--- src/rcl_defines.svh ---
// Offsets, field positions, reset values and timing counts of the config loader
`ifndef RCL_DEFINES_SVH
`define RCL_DEFINES_SVH

// ----------------------------------------
// Configuration array in the memory map
// ----------------------------------------
`define RCL_ARRAY_BASE 24'hFFFFF8
`define RCL_ADDR_LOW 24'hFFFFF8
`define RCL_ADDR_HIGH 24'hFFFFF9
`define RCL_CFG_RST 8'hFF

// ----------------------------------------
// Field positions, low byte
// ----------------------------------------
`define RCL_LO_PAGE 1
`define RCL_LO_RD_LSB 2
`define RCL_LO_WSA_LSB 5

// ----------------------------------------
// Field positions, high byte
// ----------------------------------------
`define RCL_HI_SRC 0
`define RCL_HI_WSB_LSB 1
`define RCL_HI_INTERRUPT_FRAME_SELECT 4
`define RCL_HI_CODE_TO_DATA_MAP_N 5

// ----------------------------------------
// Address width codes
// ----------------------------------------
`define RCL_RD_18 2'h0
`define RCL_RD_17 2'h1

// ----------------------------------------
// Timing
// ----------------------------------------
`define RCL_CLK_NS 100
`define RCL_EXT_ACC_NS 300
`define RCL_EXT_ACC_CYC ((`RCL_EXT_ACC_NS + `RCL_CLK_NS - 1) / `RCL_CLK_NS)
`define RCL_SYNC_CYC 3
`define RCL_STRAP_SETTLE 4'h3

// ----------------------------------------
// APB register offsets and bits
// ----------------------------------------
`define RCL_OFS_STATUS 12'h000
`define RCL_OFS_CONFIG 12'h004
`define RCL_OFS_GUARD_CTRL 12'h008
`define RCL_OFS_GUARD_STAT 12'h00C
`define RCL_ST_VALID 0
`define RCL_ST_EXT 1
`define RCL_ST_EA 2

`endif

--- src/rcl_pkg.sv ---
// Types shared by the reset configuration loader
package rcl_pkg;

    // Fetch sequencer states
    typedef enum logic [2:0] {
        RCL_ST_STRAP,
        RCL_ST_ISSUE,
        RCL_ST_WAIT,
        RCL_ST_DONE
    } rcl_state_e;

    // Decoded configuration handed to the core and bus unit
    typedef struct packed {
        logic [1:0] addr_width_strobe_select;
        logic page_mode_n;
        logic [1:0] wait_states_general_n;
        logic [1:0] wait_states_region1_n;
        logic code_to_data_map_n;
        logic opcode_set_select;
        logic interrupt_frame_select;
        logic [4:0] ext_addr_bits;
        logic [1:0] wait_count_general;
        logic [1:0] wait_count_region1;
    } rcl_cfg_s;

    // External code bus driven during the fetch
    typedef struct packed {
        logic [17:0] addr;
        logic psen_n;
    } rcl_ext_s;

    // On-chip non-volatile store request
    typedef struct packed {
        logic rd;
        logic [23:0] addr;
    } rcl_nvm_s;

    // All state of the loader
    typedef struct packed {
        rcl_state_e state;
        logic hi;
        logic [3:0] cnt;
        logic ea_s1;
        logic ea_s2;
        logic ea_s3;
        logic [7:0] dat_s1;
        logic [7:0] dat_s2;
        logic [7:0] dat_s3;
        logic ea_latched;
        logic ext_src;
        logic [7:0] byte_lo;
        logic [7:0] byte_hi;
        rcl_cfg_s cfg;
        logic valid;
        logic hold;
        rcl_ext_s ext;
        rcl_nvm_s nvm;
        logic guard_en;
        logic guard_viol;
        logic [31:0] prdata;
        logic pslverr;
    } rcl_regs_s;

endpackage

--- src/rcl_loader.sv ---
// Reset-time configuration byte loader with APB status and guard registers
//
// Register access over APB and the register offsets were decided locally.
`timescale 1ns/100ps
`include "rcl_defines.svh"

// What this block does
// - Configuration is set only after reset ends, from the two user bytes.
// - Top eight map bytes form the configuration array, not ordinary memory.
// - Low byte comes from the array base, high byte from the next address.
// - The upper six array bytes carry no configuration meaning.
// - Without on-chip code memory both bytes come over the external bus.
// - With on-chip code and select inactive, bytes come from on-chip storage.
// - Select input low makes an on-chip code part fetch externally.
// - Configuration picks a 16, 17 or 18 bit external address bus.
// - Configuration picks zero to three wait states for external cycles.
// - Configuration picks opcode mode, interrupt frame and region 00 mapping.
// - External array addresses are FFF8h, 1FFF8h or 3FFF8h per bus width.
// - Low byte bits 3:2 set address signals and strobe ranges.
// - Low byte bit 1 picks page or non-page mode and data port.
// - Low byte bits 6:5 general waits; high byte bits 2:1 region 01 waits.
module rcl_loader
    import rcl_pkg::*;
#(
    parameter int HAS_ONCHIP_CODE = 1
)
(
    input wire logic pclk, // System clock, 10 MHz
    input wire logic presetn, // Asynchronous reset, active low
    input wire logic clk_en, // Freezes all state while low
    input wire logic psel, // APB select
    input wire logic penable, // APB enable
    input wire logic pwrite, // APB direction
    input wire logic [11:0] paddr, // APB byte address
    input wire logic [31:0] pwdata, // APB write data
    output logic [31:0] prdata, // APB read data
    output logic pready, // APB ready
    output logic pslverr, // APB error, unmapped offset
    input wire logic external_access_select_n, // Strap pin, low selects external
    output rcl_ext_s ext_bus, // External address and read strobe
    input wire logic [7:0] ext_data, // External data pins
    output rcl_nvm_s nvm_req, // On-chip store request
    input wire logic [7:0] nvm_data, // On-chip store data
    input wire logic nvm_valid, // On-chip store data valid
    input wire logic cpu_acc, // Core memory access strobe
    input wire logic [23:0] cpu_addr, // Core memory access address
    output logic cpu_hold, // Holds instruction execution
    output logic cfg_valid, // Configuration latched
    output rcl_cfg_s cfg, // Decoded configuration
    output logic [7:0] user_config_byte_low, // Raw low byte
    output logic [7:0] user_config_byte_high // Raw high byte
);

    // ----------------------------------------
    // Constants and checks
    // ----------------------------------------
    localparam int EXT_WAIT_INT = `RCL_EXT_ACC_CYC + `RCL_SYNC_CYC;
    localparam logic [3:0] EXT_WAIT = 4'(EXT_WAIT_INT);
    localparam logic [23:0] ARR_BASE = `RCL_ARRAY_BASE;
    localparam logic [23:0] ADDR_LO = `RCL_ADDR_LOW;
    localparam logic [23:0] ADDR_HI = `RCL_ADDR_HIGH;

    // The wait counter is four bits; a slower memory needs a wider one
    generate
        if (HAS_ONCHIP_CODE != 0 && HAS_ONCHIP_CODE != 1)
        begin : g_bad_variant
            $error("HAS_ONCHIP_CODE must be 0 or 1");
        end
        if (EXT_WAIT_INT > 15)
        begin : g_bad_wait
            $error("External access time too long for wait counter");
        end
        // Byte order and the guard compare both assume an aligned array
        if (ARR_BASE[2:0] != 3'h0 || ADDR_LO != ARR_BASE || ADDR_HI != ADDR_LO + 24'h1)
        begin : g_bad_array
            $error("Configuration array addresses are inconsistent");
        end
        // Every field must sit inside its byte
        if (`RCL_LO_WSA_LSB > 6 || `RCL_LO_RD_LSB > 6 || `RCL_HI_WSB_LSB > 6 ||
            `RCL_HI_CODE_TO_DATA_MAP_N > 7 || `RCL_HI_INTERRUPT_FRAME_SELECT > 7 || `RCL_LO_PAGE > 7 || `RCL_HI_SRC > 7)
        begin : g_bad_field
            $error("Configuration field lies outside its byte");
        end
    endgenerate

    rcl_regs_s r;
    rcl_regs_s r_nxt;
    logic wr_acc;
    logic rd_setup;
    logic guard_hit;
    logic [23:0] fetch_addr;

    // ----------------------------------------
    // Field decode
    // ----------------------------------------

    // Turns the two raw bytes into the configuration the core sees
    // The six reserved array bytes are never fetched, so nothing here decodes them
    function automatic rcl_cfg_s decode(input logic [7:0] lo, input logic [7:0] hi);
        rcl_cfg_s c;
        c.addr_width_strobe_select = lo[`RCL_LO_RD_LSB +: 2];
        c.page_mode_n = lo[`RCL_LO_PAGE];
        c.wait_states_general_n = lo[`RCL_LO_WSA_LSB +: 2];
        c.wait_states_region1_n = hi[`RCL_HI_WSB_LSB +: 2];
        c.code_to_data_map_n = hi[`RCL_HI_CODE_TO_DATA_MAP_N];
        c.opcode_set_select = hi[`RCL_HI_SRC];
        c.interrupt_frame_select = hi[`RCL_HI_INTERRUPT_FRAME_SELECT];
        // Active-low wait bits: all ones means no wait state
        c.wait_count_general = ~lo[`RCL_LO_WSA_LSB +: 2];
        c.wait_count_region1 = ~hi[`RCL_HI_WSB_LSB +: 2];
        // Codes 10 and 11 both leave sixteen address lines
        case (lo[`RCL_LO_RD_LSB +: 2])
            `RCL_RD_18: c.ext_addr_bits = 5'h12;
            `RCL_RD_17: c.ext_addr_bits = 5'h11;
            default: c.ext_addr_bits = 5'h10;
        endcase
        return c;
    endfunction

    // ----------------------------------------
    // Bus decode
    // ----------------------------------------

    // Write lands only at the completing edge of the access phase
    assign wr_acc = psel & penable & pwrite & clk_en;
    // Read data is prepared in the setup cycle so it comes from flops
    // Direction is ignored here, so unmapped writes raise the error as well
    assign rd_setup = psel & ~penable;
    // Any core touch of the eight top locations, whatever the offset
    // Only the core port is watched; the loader's own fetch is no violation
    assign guard_hit = cpu_acc & (cpu_addr[23:3] == ARR_BASE[23:3]);
    // The high byte sits one above the low byte
    assign fetch_addr = r.hi ? ADDR_HI : ADDR_LO;

    // ----------------------------------------
    // Next-state logic
    // ----------------------------------------

    // Sequencer, synchronisers, guard and APB registers
    always_comb
    begin
        r_nxt = r;
        r_nxt.nvm.rd = 1'b0;

        // Three-stage synchronisers for the strap and the data pins
        r_nxt.ea_s1 = external_access_select_n;
        r_nxt.ea_s2 = r.ea_s1;
        r_nxt.ea_s3 = r.ea_s2;
        r_nxt.dat_s1 = ext_data;
        r_nxt.dat_s2 = r.dat_s1;
        r_nxt.dat_s3 = r.dat_s2;

        case (r.state)
            // Wait out the synchroniser, then latch the strap once
            RCL_ST_STRAP:
            begin
                if (r.cnt != `RCL_STRAP_SETTLE)
                begin
                    r_nxt.cnt = r.cnt + 4'h1;
                end
                else if (r.ea_s2 == r.ea_s3)
                begin
                    // Stages agree, so the pin has settled; it is not looked at again
                    r_nxt.ea_latched = r.ea_s3;
                    // Parts without code memory always fetch outside
                    r_nxt.ext_src = (HAS_ONCHIP_CODE == 0) | ~r.ea_s3;
                    r_nxt.cnt = 4'h0;
                    r_nxt.hi = 1'b0;
                    r_nxt.state = RCL_ST_ISSUE;
                end
            end

            // Present one array address to the chosen source
            RCL_ST_ISSUE:
            begin
                r_nxt.cnt = 4'h0;
                if (r.ext_src)
                begin
                    // Low 18 bits of the internal address go out on all 18 lines;
                    // a narrower memory simply ignores the upper ones
                    r_nxt.ext.addr = fetch_addr[17:0];
                    r_nxt.ext.psen_n = 1'b0;
                end
                else
                begin
                    r_nxt.nvm.addr = fetch_addr;
                    r_nxt.nvm.rd = 1'b1;
                end
                r_nxt.state = RCL_ST_WAIT;
            end

            // Collect the byte, external by elapsed time, on-chip by valid
            RCL_ST_WAIT:
            begin
                if (r.ext_src)
                begin
                    // Counting first means the byte has stood on the pins
                    // through the whole synchroniser before it is taken
                    if (r.cnt != EXT_WAIT)
                    begin
                        r_nxt.cnt = r.cnt + 4'h1;
                    end
                    else if (r.dat_s2 == r.dat_s3)
                    begin
                        r_nxt.ext.psen_n = 1'b1;
                        if (r.hi)
                        begin
                            r_nxt.byte_hi = r.dat_s3;
                        end
                        else
                        begin
                            r_nxt.byte_lo = r.dat_s3;
                        end
                        r_nxt.hi = 1'b1;
                        r_nxt.state = r.hi ? RCL_ST_DONE : RCL_ST_ISSUE;
                    end
                end
                // The store answers in its own time; a dead store holds the core
                else if (nvm_valid)
                begin
                    if (r.hi)
                    begin
                        r_nxt.byte_hi = nvm_data;
                    end
                    else
                    begin
                        r_nxt.byte_lo = nvm_data;
                    end
                    r_nxt.hi = 1'b1;
                    r_nxt.state = r.hi ? RCL_ST_DONE : RCL_ST_ISSUE;
                end
            end

            // Decode once and release the core; nothing reloads before reset
            RCL_ST_DONE:
            begin
                if (!r.valid)
                begin
                    r_nxt.cfg = decode(r.byte_lo, r.byte_hi);
                    r_nxt.valid = 1'b1;
                end
                r_nxt.hold = 1'b0;
                // Park the bus so the array address does not linger on the pins
                r_nxt.ext.addr = 18'h0;
            end

            default:
            begin
                r_nxt.state = RCL_ST_STRAP;
                r_nxt.cnt = 4'h0;
            end
        endcase

        // Guard enable is software writable
        if (wr_acc && paddr == `RCL_OFS_GUARD_CTRL)
        begin
            r_nxt.guard_en = pwdata[0];
        end

        // Sticky violation flag; a new hit beats a clear in the same cycle
        r_nxt.guard_viol = r.guard_viol;
        if (wr_acc && paddr == `RCL_OFS_GUARD_STAT && pwdata[0])
        begin
            r_nxt.guard_viol = 1'b0;
        end
        if (r.guard_en && guard_hit)
        begin
            r_nxt.guard_viol = 1'b1;
        end

        // Read data and error captured in the setup cycle
        if (rd_setup)
        begin
            r_nxt.prdata = 32'h0;
            r_nxt.pslverr = 1'b0;
            case (paddr)
                `RCL_OFS_STATUS:
                begin
                    r_nxt.prdata[`RCL_ST_VALID] = r.valid;
                    r_nxt.prdata[`RCL_ST_EXT] = r.ext_src;
                    r_nxt.prdata[`RCL_ST_EA] = r.ea_latched;
                end
                `RCL_OFS_CONFIG:
                begin
                    r_nxt.prdata[15:0] = {r.byte_hi, r.byte_lo};
                end
                `RCL_OFS_GUARD_CTRL:
                begin
                    r_nxt.prdata[0] = r.guard_en;
                end
                `RCL_OFS_GUARD_STAT:
                begin
                    r_nxt.prdata[0] = r.guard_viol;
                end
                default:
                begin
                    r_nxt.pslverr = 1'b1;
                end
            endcase
        end
    end

    // ----------------------------------------
    // State register
    // ----------------------------------------

    // Unprogrammed bytes read as all ones, the no-wait-state, 16-bit-address setting
    always_ff @(posedge pclk or negedge presetn)
    begin
        if (!presetn)
        begin
            r <= '0;
            r.hold <= 1'b1;
            r.ext.psen_n <= 1'b1;
            r.ea_latched <= 1'b1;
            r.byte_lo <= `RCL_CFG_RST;
            r.byte_hi <= `RCL_CFG_RST;
        end
        else if (clk_en)
        begin
            // Low enable freezes everything, synchronisers included
            r <= r_nxt;
        end
    end

    // ----------------------------------------
    // Outputs
    // ----------------------------------------

    // No wait states on the bus, but a frozen block never completes
    assign pready = clk_en;
    assign prdata = r.prdata;
    assign pslverr = r.pslverr & psel & penable;

    // Fetch requests toward the two byte sources
    assign ext_bus = r.ext;
    assign nvm_req = r.nvm;

    // Configuration toward the core, all from flops and steady until reset
    assign cpu_hold = r.hold;
    assign cfg_valid = r.valid;
    assign cfg = r.cfg;
    assign user_config_byte_low = r.byte_lo;
    assign user_config_byte_high = r.byte_hi;

endmodule // rcl_loader

--- config.mk ---
export PLATFORM = sky130hd
export DESIGN_NAME = rcl_loader
export DESIGN_NICKNAME = d
export VERILOG_FILES = /design/src/rcl_pkg.sv /design/src/rcl_loader.sv
export VERILOG_INCLUDE_DIRS = /design/src /design/src/src
export SDC_FILE = /design/constraint.sdc
export NUM_CORES = 1
export LEC_CHECK = 0
export ABC_AREA = 0
export BUFFER_PORTS_ARGS = -buffer_cell sky130_fd_sc_hd__buf_2
export CORE_MARGIN = 10
export CORE_UTILIZATION = 35
export DETAILED_ROUTE_END_ITERATION = 10
export GPL_TIMING_DRIVEN = 0
export HOLD_SLACK_MARGIN = 0.05
export PLACE_DENSITY = 0.61
export SLEW_MARGIN = 20
export SYNTH_ARGS = -nofsm -noshare
export SYNTH_HDL_FRONTEND = slang
export SYNTH_SLANG_ARGS = --single-unit
--- constraint.sdc ---
create_clock -name pclk -period 1.8 [get_ports pclk]
set_input_delay 0.36 -clock pclk [delete_from_list [all_inputs] [get_ports pclk]]
set_output_delay 0.36 -clock pclk [all_outputs]
set_load 0.03 [all_outputs]
# After elaboration in Yosys (flattened, before gate mapping)

Cells that the tools add are included.

Bits of input ports: 93
Output and inout bits: 115
Logic and storage cells: 142
Register bits after elaboration: 137

Multiplexer cells: 37
Reductions and logical operators: 29
$add $sub $neg: 1
Bitwise operators: 15
Eq/ne operators: 27

Operators with widths:

| cell                   | number |
|---|---|
| $mux W16               | 4 |
| $mux W25               | 2 |
| $mux W8                | 5 |
| $pmux W18 S2           | 1 |
| $mux W4                | 8 |
| $reduce_and A7 Y1      | 4 |
| $eq A12 B4 Y1 const B  | 2 |
| $eq A21 B21 Y1 const B | 1 |
| $mux W19               | 1 |
| $ne A2 B2 Y1 const B   | 9 |
| $reduce_bool A2 Y1     | 7 |
| $mux W13               | 1 |
| $eq A12 B3 Y1 const B  | 1 |
| $logic_not A12 Y1      | 1 |
| $ne A3 B3 Y1 const B   | 4 |
| $pmux W3 S4            | 1 |
| $pmux W4 S3            | 1 |
| $reduce_and A3 Y1      | 3 |
| $eq A8 B8 Y1           | 1 |
| $pmux W2 S2            | 2 |
| $reduce_and A2 Y1      | 4 |
| $and A1 B1 Y1          | 7 |
| $mux W1                | 7 |
| $eq A3 B2 Y1 const B   | 2 |
| 19 further kinds       | 30 |

# Depth between registers and ports, before layout

Gate-level depths: netlist of the first run.

Word-level depth: 7
Mapped depth: 8
Mapped depth without buffers: 7

# Worst setup path before layout of the first run

OpenSTA, ideal clock, no wires.

Kind: input-to-reg
From: input paddr[7]
To: register r[34] in the netlist's numbering
Arrival time: 1.626 ns
Stages: 5
Buffers on the path: 0
Data required time: 1.675 ns
Slack: 0.049 ns
Setup time: 0.125 ns
Path through: nor4_1 -> nand3_1 -> or3_1 -> nor2_1 -> mux2_2

Longest elaborated chain between the ends: 3

RTL lines:

| what                                 | RTL line          | RTL |
|---|---|---|
| start, declared                      | rcl_loader.sv:34  | `input wire logic [11:0] paddr,` |
| $eq A12 B4 Y1                        | --                |  |
| $logic_and A1 B1 Y1 (no source line) | --                |  |
| $reduce_and A2 Y1 (no source line)   | --                |  |
| end signal, assigned                 | rcl_loader.sv:322 | `r <= r_nxt;` |
| end, declared                        | rcl_loader.sv:86  | `rcl_regs_s r;` |

Every way passes these cells.
A chain may end at the register's enable or synchronous reset.

# Worst setup path in the final report of the first run

From: register r[124] in the netlist's numbering
To: register r (netlist bit user_config_byte_high[0])

Longest elaborated chain between the ends: 3

RTL lines:

| what                               | RTL line          | RTL |
|---|---|---|
| $eq A8 B8 Y1                       | rcl_loader.sv:203 | `else if (r.dat_s2 == r.dat_s3)` |
| $ne A2 B1 Y1 (no source line)      | --                |  |
| $reduce_and A7 Y1 (no source line) | --                |  |

Every way passes these cells.

==> results of run 1 <==
-- critical path, delay by kind of cell (launching register included) --
kind	cells	cell delay [ns]
AO/OA/AOI/OAI	2	0.62
flip-flops	1	0.41
AND/OR/NAND/NOR	2	0.24
XOR/XNOR	1	0.20
buffers and inverters	1	0.19
-- through the flow --
| step | TNS (ns) | total power [W] |
|---|---|---|
| 3_5_place_dp | -8.37 | 0.00793 |
| 2_1_floorplan | 0 | 0.00666 |
| 6_report | 0 | 0.00997 |
| 5_1_grt | -0.126 | 0.0105 |
| 3_3_place_gp | -52.27 | 0.00779 |
| 4_1_cts | 0 | 0.0100 |
-- routing by layer --
metal,share of wire,GRT usage,vias to the layer above
met4,0.013,0.0417,4
met2,0.51,0.217,90
met3,0.069,0.0398,18
li1,-,-,1762
met5,0.0018,0,-
met1,0.41,0.148,1728
-- power by group through the flow --
| stage | clock (W) | sequential, W | combinational (W) |
|---|---|---|---|
| floorplan | 0 | 0.00322 | 0.00344 |
| global placement | 0 | 0.00343 | 0.00436 |
| detailed placement | 0 | 0.00348 | 0.00445 |
| CTS | 0.00212 | 0.00345 | 0.00448 |
| global route | 0.00221 | 0.00354 | 0.00477 |
| finish | 0.00206 | 0.00343 | 0.00448 |
-- final cells by class --
cell class	count	area (um^2)
multi-input cells	228	1770
inverters	7	26.3
well taps	180	225
plain buffers	128	932
clock buffers	11	243
repair buffers	156	825
fillers	1318	7400
flip-flops and latches	96	2430
clock inverters	5	80.1
-- registers in the layout, indices dropped and copies added, names as in the netlist --
name / cells
cpu_hold: 1
user_config_byte_low: 8
cfg_valid: 1
user_config_byte_high: 8
cfg: 17
nvm_req: 3
r: 39
prdata: 16
ext_bus: 3
-- placed cells by master, fill, tap and decap left out, types with 3 or more instances in the layout --
cell       count
nor2_1         8
xnor2_1        7
clkbuf_1       7
buf_6          3
buf_4        119
o21ai_0       13
o22a_1        16
xor2_1         3
dfrtp_1       76
mux2i_1       11
nor4_1         4
a21oi_1        5
nand3_1        4
clkbuf_16      9
nand4_1        8
dfstp_2       19
buf_2        151
conb_1        22
nand2_1       27
inv_1          7
nand2b_1       5
a22o_1        13
o2bb2ai_1      3
mux2_2        41
-- worst paths after layout --
path / slack (ns) / end / depth (start not counted) / from
min: 0.24 / r[140] / 2 / ext_data[6]
max: 0.06 / user_config_byte_high[0] / 6 / r[124]
min in group asynchronous: 0.45 / cfg[0] / 2 / presetn
max reg2reg: 0.06 / user_config_byte_high[0] / 6 / r[124]
max in group asynchronous: 0.70 / user_config_byte_high[0] / 3 / presetn
min reg2reg: 0.48 / cfg[4] / 2 / cfg[4]
-- repair_timing --
action | in CTS | in global routing
buffers inserted | 2 | 2
pin swaps | 1 | 4
endpoints found under the setup margin | 47 | 19
endpoints found under the hold margin | 26 | 0
gates resized for setup | 8 | 15
hold buffers | 1 | 0
-- cell families after synthesis --
family	share of synthesized area
buf+inv	0.192
flops	0.487
simple gates	0.0827
compound gates	0.0952
mux	0.119
xor+xnor	0.0176
fa+ha+maj	0.00502
other cells	0.000753
==> flow_summary_export.csv, run 1 <==
group,metric,value,unit
detailed_routing,drt_first_iter_violations,89,
worst_setup_path,crit_path_max_incr_delay,0.41,ns
timing,worst_slew_pin_slew,0.599,ns
yosys,ys_top_cells_by_area,"dfrtp_1, buf_4, dfstp_2",
flow_run,drv_cap,0,
status,status,"finished clean",
hold_path,min_path_type,"input port to register",
yosys,syn_area_per_cell,11.3,um^2
pwr,intPower,0.00602,W
pwr,seq_power_share,0.344,
final_layout,fin_cells,811,
yosys,postSynthCellCount,439,
clock_tree,cts-buffers-inserted,9,
timing,setup_ws,0.0619,ns
timing,hold_viol_final,0,
detailed_routing,drtPass1Iterations,4,
global_route,gr-total-overflow,0,
worst_setup_path,worstSetupEndpointType,"register",
final_layout,nets,721,
yosys,yosys_most_used_dff,"dfrtp_1",
yosys,synth_most_common_cell,"buf_4",
pwr,power_switching_share,0.397,
final_layout,final_util,0.469,
detailed_routing,ant_nets,0,
yosys,ys.warnings.count,0,
floorplanning,ios,208,
timing,max_clock_freq,575,MHz
timing,relSlewSlack,0.601,
clock_tree,cts_tree,"done",
timing,fin_crit,1.74,ns
floorplanning,rows,43,
global_route,antenna_found_initial,2,
place,dp_slack,-0.337,ns
floorplanning,dieArea,19400,um^2
yosys,synthesis.area,4980,um^2
timing,setup_viol,0,
yosys,synth_top_area_share,0.387,
timing,period_share,0.966,
worst_setup_path,path_cells,"xnor2_1, nand2_2, o41ai_4, buf_4, nand3_4, o22a_1",
worst_setup_path,path_max_fanout,8,
place,io_buffers,150,
detailed_routing,via_per_inst,4.44,
place,gp_congestion,0.793,
yosys,ys_ff_latch,96,
pwr,power_switching,0.00396,W
clock_tree,cts-root-buf,"clkbuf_16",
global_route,grtUsageTotal,0.127,
worst_setup_path,path_class,"register to register",
clock_tree,clkTransAtPathRegs,0.07,ns
detailed_routing,vias,3602,
pwr,clkPwrFrac,0.207,
place,dp.cells,791,
place,place_hpwl,9.91,mm
yosys,synth_commonest_cells,"buf_4, dfrtp_1, mux2_2",
clock_tree,h-tree-depth,3,
global_route,first_global_vias,3741,
detailed_routing,wl_per_cell,15.5,um
timing,maxSlewViolCount,0,
yosys,yosysUniqueCellTypes,48,
floorplanning,initial_utilization,0.357,
clock_tree,clkLatencyLatePin,0.34,ns
worst_setup_path,arrival,2.00,ns
place,placed_area,6070,um^2
final_layout,stdcell_area,6530,um^2
yosys,async_flop_share,1.00,
detailed_routing,routed_wl,12.5,mm
final_layout,drive_above_1_share,0.586,
pwr,combPwrFrac,0.449,
final_layout,area_growth,31.2,%
global_route,grt_max_degree,70,
yosys,synth_edf_count,0,
worst_setup_path,startpoint_type,"register",
timing,hold_slack,0.243,ns
timing,rsz0062_at_grt,"yes",
floorplanning,die_y,139,um
pwr,p_leak,3.32,nW
yosys,yosysSeqAreaShare,0.487,
pwr,ir_worst_vdd,783,uV
clock_tree,clockBufferDepth,2,
worst_setup_path,critPathRequiredTime,2.07,ns
pwr,power_density,1530,nW/um^2
clock_tree,cts_sinks,96,
floorplanning,coreArea,13900,um^2
global_route,grt_first_pass_wirelength,20.1,mm
worst_setup_path,slowest_stage,"dfrtp_1",
final_layout,antennaDiodeCount,0,
detailed_routing,drc,0,
floorplanning,die_w,139,um
yosys,yosysTopAreaCell,"dfrtp_1",
timing,skew,0.00782,ns
No activity file was read; power rests on OpenSTA's default activity.
==> inputs of run 2 (changes only) <==
Settings changed: ABC_AREA 0 to 1.
==> run 2 against run 1 <==
  * Cell area decreased by 1.1%
  * Sequential power is 13% lower
  * First-iteration DRC count rose by 150%
  * Core utilization is 0.88 points lower
  * Register-to-register slack better by 0.20 ns
  * Clock power decreased by 11%
  * Critical endpoint is now ext_bus[6]
  * Largest cell class unchanged
  * Largest power group is now registers
==> flow_summary_export.csv, run 2 <==
group,metric,value,unit
status,status,"finished clean",
place,placed_area,6150,um^2
detailed_routing,vias,4055,
global_route,grt_max_degree,73,
floorplanning,initial_utilization,0.360,
yosys,yosys_most_used_dff,"dfrtp_1",
yosys,ys.warnings.count,0,
yosys,yosysUniqueCellTypes,37,
place,place_hpwl,10.0,mm
global_route,first_global_vias,3981,
timing,maxSlewViolCount,0,
pwr,power_density,1150,nW/um^2
hold_path,min_path_cells,3,
detailed_routing,ant_nets,0,
final_layout,nets,867,
flow_run,drv_cap,0,
timing,finalSetupTns,0,ns
yosys,synth_edf_count,0,
final_layout,drive_above_1_share,0.417,
floorplanning,ios,208,
timing,hold_slack,0.216,ns
yosys,yosysSeqAreaShare,0.480,
worst_setup_path,startpoint_type,"register",
place,gp_congestion,0.794,
global_route,gr-total-overflow,0,
global_route,grtUsageTotal,0.127,
clock_tree,cts_sinks,96,
timing,hold_viol_final,0,
clock_tree,cts-buffers-inserted,9,
final_layout,area_growth,27.7,%
yosys,synth_most_common_cell,"nand2_1",
pwr,ir_worst_vdd,464,uV
clock_tree,post_cts_buffers,0,
yosys,yosysTopAreaCell,"dfrtp_1",
clock_tree,cts_tree,"done",
worst_setup_path,worstSetupEndpointType,"primary output",
final_layout,stdcell_area,6460,um^2
yosys,synth_commonest_cells,"nand2_1, buf_4, dfrtp_1",
global_route,antenna_found_initial,3,
final_layout,final_common_cell,"nand2_1",
timing,fin_crit,1.68,ns
yosys,ys_ff_latch,96,
floorplanning,dieArea,19700,um^2
pwr,p_leak,3.54,nW
yosys,synth_top_area_share,0.381,
detailed_routing,drc,0,
clock_tree,cts-root-buf,"clkbuf_16",
floorplanning,coreArea,14000,um^2
detailed_routing,wl_per_cell,13.3,um
yosys,ys_top_cells_by_area,"dfrtp_1, buf_4, nand2_1",
detailed_routing,drt_first_iter_violations,221,
timing,setup_viol,0,
final_layout,largest_reg_flops,39,
yosys,postSynthCellCount,587,
timing,skew,0.00712,ns
place,io_buffers,151,
timing,rsz0062_at_grt,"no",
worst_setup_path,path_max_fanout,16,
worst_setup_path,path_class,"register to primary output",
global_route,grt_first_pass_wirelength,20.7,mm
final_layout,largest-register,"r",
yosys,async_flop_share,1.00,
timing,period_share,0.935,
final_layout,fill_cells,1439,
final_layout,final_cell_mix,"nand2_1, buf_2, buf_4",
worst_setup_path,r2r_cells,11,
clock_tree,clockBufferDepth,2,
yosys,syn_area_per_cell,8.62,um^2
clock_tree,h-tree-depth,3,
clock_tree,clkLatencyLatePin,0.34,ns
worst_setup_path,critPathRequiredTime,1.44,ns
clock_tree,clkTransAtPathRegs,0.07,ns
hold_path,min_path_type,"input port to register",
final_layout,final_util,0.460,
floorplanning,die_y,140,um
floorplanning,die_w,140,um
detailed_routing,routed_wl,12.7,mm
detailed_routing,via_per_inst,4.22,
detailed_routing,drtPass1Iterations,4,
timing,max_clock_freq,594,MHz
yosys,synthesis.area,5060,um^2
floorplanning,rows,43,
worst_setup_path,arrival,1.32,ns
pwr,total_power,0.00742,W
-- run 2: changes by cell type after synthesis, moves of 13 or more --
| cell | before | now |
|---|---|---|
| o21ai_0 | 13 | 34 |
| nor2_1 | 9 | 22 |
| o22a_1 | 16 | 0 |
| mux2_2 | 41 | 2 |
| o21ai_1 | 0 | 19 |
| inv_1 | 7 | 32 |
| nand2_1 | 29 | 177 |
-- run 2: path summary, 6_finish.rpt --
kind                       slack (ns)   startpoint                  endpoint
setup / recovery                 0.12  ext_bus[17]                ext_bus[6]
setup reg to reg                 0.26       r[145]                    r[151]
hold reg to reg                  0.46     cpu_hold                  cpu_hold
min in group asynchronous        0.44      presetn                 prdata[0]
max in group asynchronous        0.68      presetn  user_config_byte_high[0]
hold / removal                   0.22  ext_data[6]                    r[140]
-- run 2: power breakdown --
| part | leakage (nW) | switching [W] | internal (W) | total (W) |
|---|---|---|---|---|
| Sequential | 1.21 | 0.000392 | 0.00258 | 0.00298 |
| Combinational | 2.19 | 0.00160 | 0.00101 | 0.00261 |
| Clock | 0.141 | 0.000844 | 0.000994 | 0.00184 |
| Total | 3.54 | 0.00284 | 0.00458 | 0.00742 |
-- run 2: cell type report --
type	instances	area (um^2)	area share
Timing Repair Buffer	153	800	0.124
Buffer	127	926	0.143
Clock buffer	10	239	0.0370
Multi-Input combinational cell	348	1650	0.255
Clock inverter	6	50.0	0.00775
Tap cell	180	225	0.0349
Sequential cell	96	2430	0.376
Inverter	37	139	0.0215
Antenna cell	3	7.51	0.00116
-- run 2: per-stage QoR --
step                std cells  setup slack (ns)
finish                    960             0.117
global route              957           0.00647
CTS                       957            0.0843
detailed placement        940             0.150
global placement          939            -0.621
floorplan                 608             0.405
-- run 2: critical path: stages (launching register included) --
cell	delay [ns]
dfrtp_1	0.61
buf_4	0.18
buf_2	0.19
-- run 2: timing repair --
action / in CTS / in global routing
gates resized for setup: 1 / 1
hold buffers: 1 / 0
endpoints found under the setup margin: 21 / 3
endpoints found under the hold margin: 24 / 0
-- run 2: routing by layer --
layer / routed length, um / GRT usage
met1: 5740 / 0.156
met2: 6030 / 0.209
met3: 875 / 0.0436
met4: 96 / 0.0293
met5: 0 / 0
-- run 2: logic make-up (layout without fill, tap and decap cells) --
group                      Yosys count  in the layout  share of synthesized area
and+or+nand+nor                    244            244                      0.207
buffers and inverters              164            333                      0.211
DFF                                 96             96                      0.480
AOI/OAI and AO/OA                   73             73                     0.0836
xor gates and xnor gates             5              5                    0.00866
adders and majority gates            2              2                    0.00495
muxes                                2              2                    0.00445
other                                1             25                   0.000741
==> inputs of run 3 (changes only) <==
Settings changed: BUFFER_PORTS_ARGS -buffer_cell sky130_fd_sc_hd__buf_2 to unset, DONT_BUFFER_PORTS set to 1, PLACE_DENSITY 0.61 to 0.48.
==> run 3 against run 2 <==
  * The flow now finishes with violations (negative hold slack)
  * Global-route usage barely moved
  * Hold slack lost 0.52 ns
  * Sequential power hardly changed
  * Clock power hardly changed
  * Worst setup slack better by 0.11 ns
  * Die area unchanged
  * Sequential share of layout area rose by 5.4 points
  * Via count shrank 12%
  * Critical endpoint is now ext_bus[14]
  * Highest routed layer is now met5
==> flow_summary_export.csv, run 3 (synthesis results as in run 2) <==
group,metric,value,unit
status,status,"complete, but fails checks",
status,failed_checks,"negative hold slack",
worst_setup_path,worstReg2RegStart,"r[145]",
floorplanning,initial_utilization,0.360,
timing,finalSetupTns,0,ns
detailed_routing,drtPass1Iterations,4,
global_route,first_global_vias,3665,
worst_setup_path,crit_path_max_incr_delay,0.61,ns
detailed_routing,drc,0,
timing,hold_slack,-0.301,ns
worst_setup_path,startpoint_type,"register",
floorplanning,die_y,140,um
worst_setup_path,path_cells,"buf_4",
worst_setup_path,path_class,"register to primary output",
place,place_hpwl,9.65,mm
flow_run,drv_cap,0,
floorplanning,coreArea,14000,um^2
final_layout,largest_reg_flops,39,
final_layout,final_cell_mix,"nand2_1, buf_4, dfrtp_1",
timing,worst_slew_pin_slew,0.557,ns
worst_setup_path,worstSetupEndpointType,"primary output",
worst_setup_path,critPathRequiredTime,1.44,ns
clock_tree,h-tree-depth,3,
final_layout,largest-register,"r",
detailed_routing,drt_first_iter_violations,205,
floorplanning,ios,208,
final_layout,nets,714,
detailed_routing,routed_wl,12.6,mm
clock_tree,cts-buffers-inserted,9,
timing,hold_viol_final,96,
final_layout,drive_above_1_share,0.274,
worst_setup_path,path_max_fanout,16,
pwr,p_leak,2.87,nW
worst_setup_path,slowest_stage,"dfrtp_1",
worst_setup_path,arrival,1.21,ns
clock_tree,clkTransAtPathRegs,0.07,ns
clock_tree,cts-root-buf,"clkbuf_16",
clock_tree,cts_tree,"done",
final_layout,final_common_cell,"nand2_1",
timing,period_share,0.872,
place,dp_slack,0.219,ns
clock_tree,clockBufferDepth,2,
global_route,grt_first_pass_wirelength,20.3,mm
hold_path,min_path_type,"input port to async pin",
global_route,gr-total-overflow,0,
global_route,antenna_found_initial,4,
timing,rsz0062_at_grt,"no",
timing,max_clock_freq,637,MHz
global_route,grtUsageTotal,0.127,
timing,setup_ws,0.231,ns
timing,relSlewSlack,0.628,
detailed_routing,vias,3584,
clock_tree,cts_sinks,96,
floorplanning,dieArea,19700,um^2
timing,maxSlewViolCount,0,
floorplanning,die_w,140,um
global_route,grt_max_degree,97,
timing,setup_viol,0,
pwr,ir_worst_vdd,541,uV
detailed_routing,via_per_inst,4.45,
timing,fin_crit,1.57,ns
final_layout,area_growth,11.6,%
worst_setup_path,critical-path-top-delay-family,"flip-flops",
pwr,power_density,1260,nW/um^2
clock_tree,clkLatencyLatePin,0.35,ns
floorplanning,rows,43,
detailed_routing,ant_nets,0,
place,io_buffers,0,
place,gp_congestion,0.810,
final_layout,stdcell_area,5650,um^2
place,placed_area,5360,um^2
detailed_routing,wl_per_cell,15.7,um
worst_setup_path,crit_start,"ext_bus[17]",
final_layout,final_util,0.402,
worst_setup_path,crit_buf_inv,1,
timing,skew,0.0125,ns
run 3: per-stage QoR:
stage	instances	total power [W]
finish	805	0.00710
global route	804	0.00753
CTS	804	0.00721
detailed placement	788	0.00533
global placement	788	0.00528
floorplan	608	0.00487
run 3: final cells by class:
type	instances	area, um^2
Fill cell	1478	8400
Clock buffer	10	229
Clock inverter	6	51.3
Antenna cell	1	2.50
Buffer	127	926
Sequential cell	96	2430
Inverter	37	139
Tap cell	180	225
Multi-Input combinational cell	348	1650
run 3: layer usage:
metal  up-vias  routed length [um]  global-route usage
met5         -                  39                   0
met4         6                 176              0.0435
met3        15                1170              0.0565
met2       104                5740               0.196
met1      1651                5500               0.154
li1       1808                   -                   -
run 3: worst paths after layout:
path	endpoint	cells past startpoint	slack, ns
max in group asynchronous	r[117]	0	1.86
max reg2reg	r[151]	11	0.25
max	ext_bus[14]	1	0.23
min in group pclk	r[140]	2	0.13
min	prdata[3]	0	-0.30
min reg2reg	r[137]	2	0.47
run 3: power breakdown:
part	leakage, nW	switching [W]	total [W]	internal (W)
clock network	0.136	0.000886	0.00185	0.000961
logic	1.53	0.00151	0.00227	0.000760
registers	1.21	0.000401	0.00298	0.00258
run 3: what timing repair did:
action | in CTS | in global routing
setup endpoints to repair | 0 | 22
resized for setup | 0 | 2
buffers inserted | 0 | 0
endpoints found under the hold margin | 96 | 96
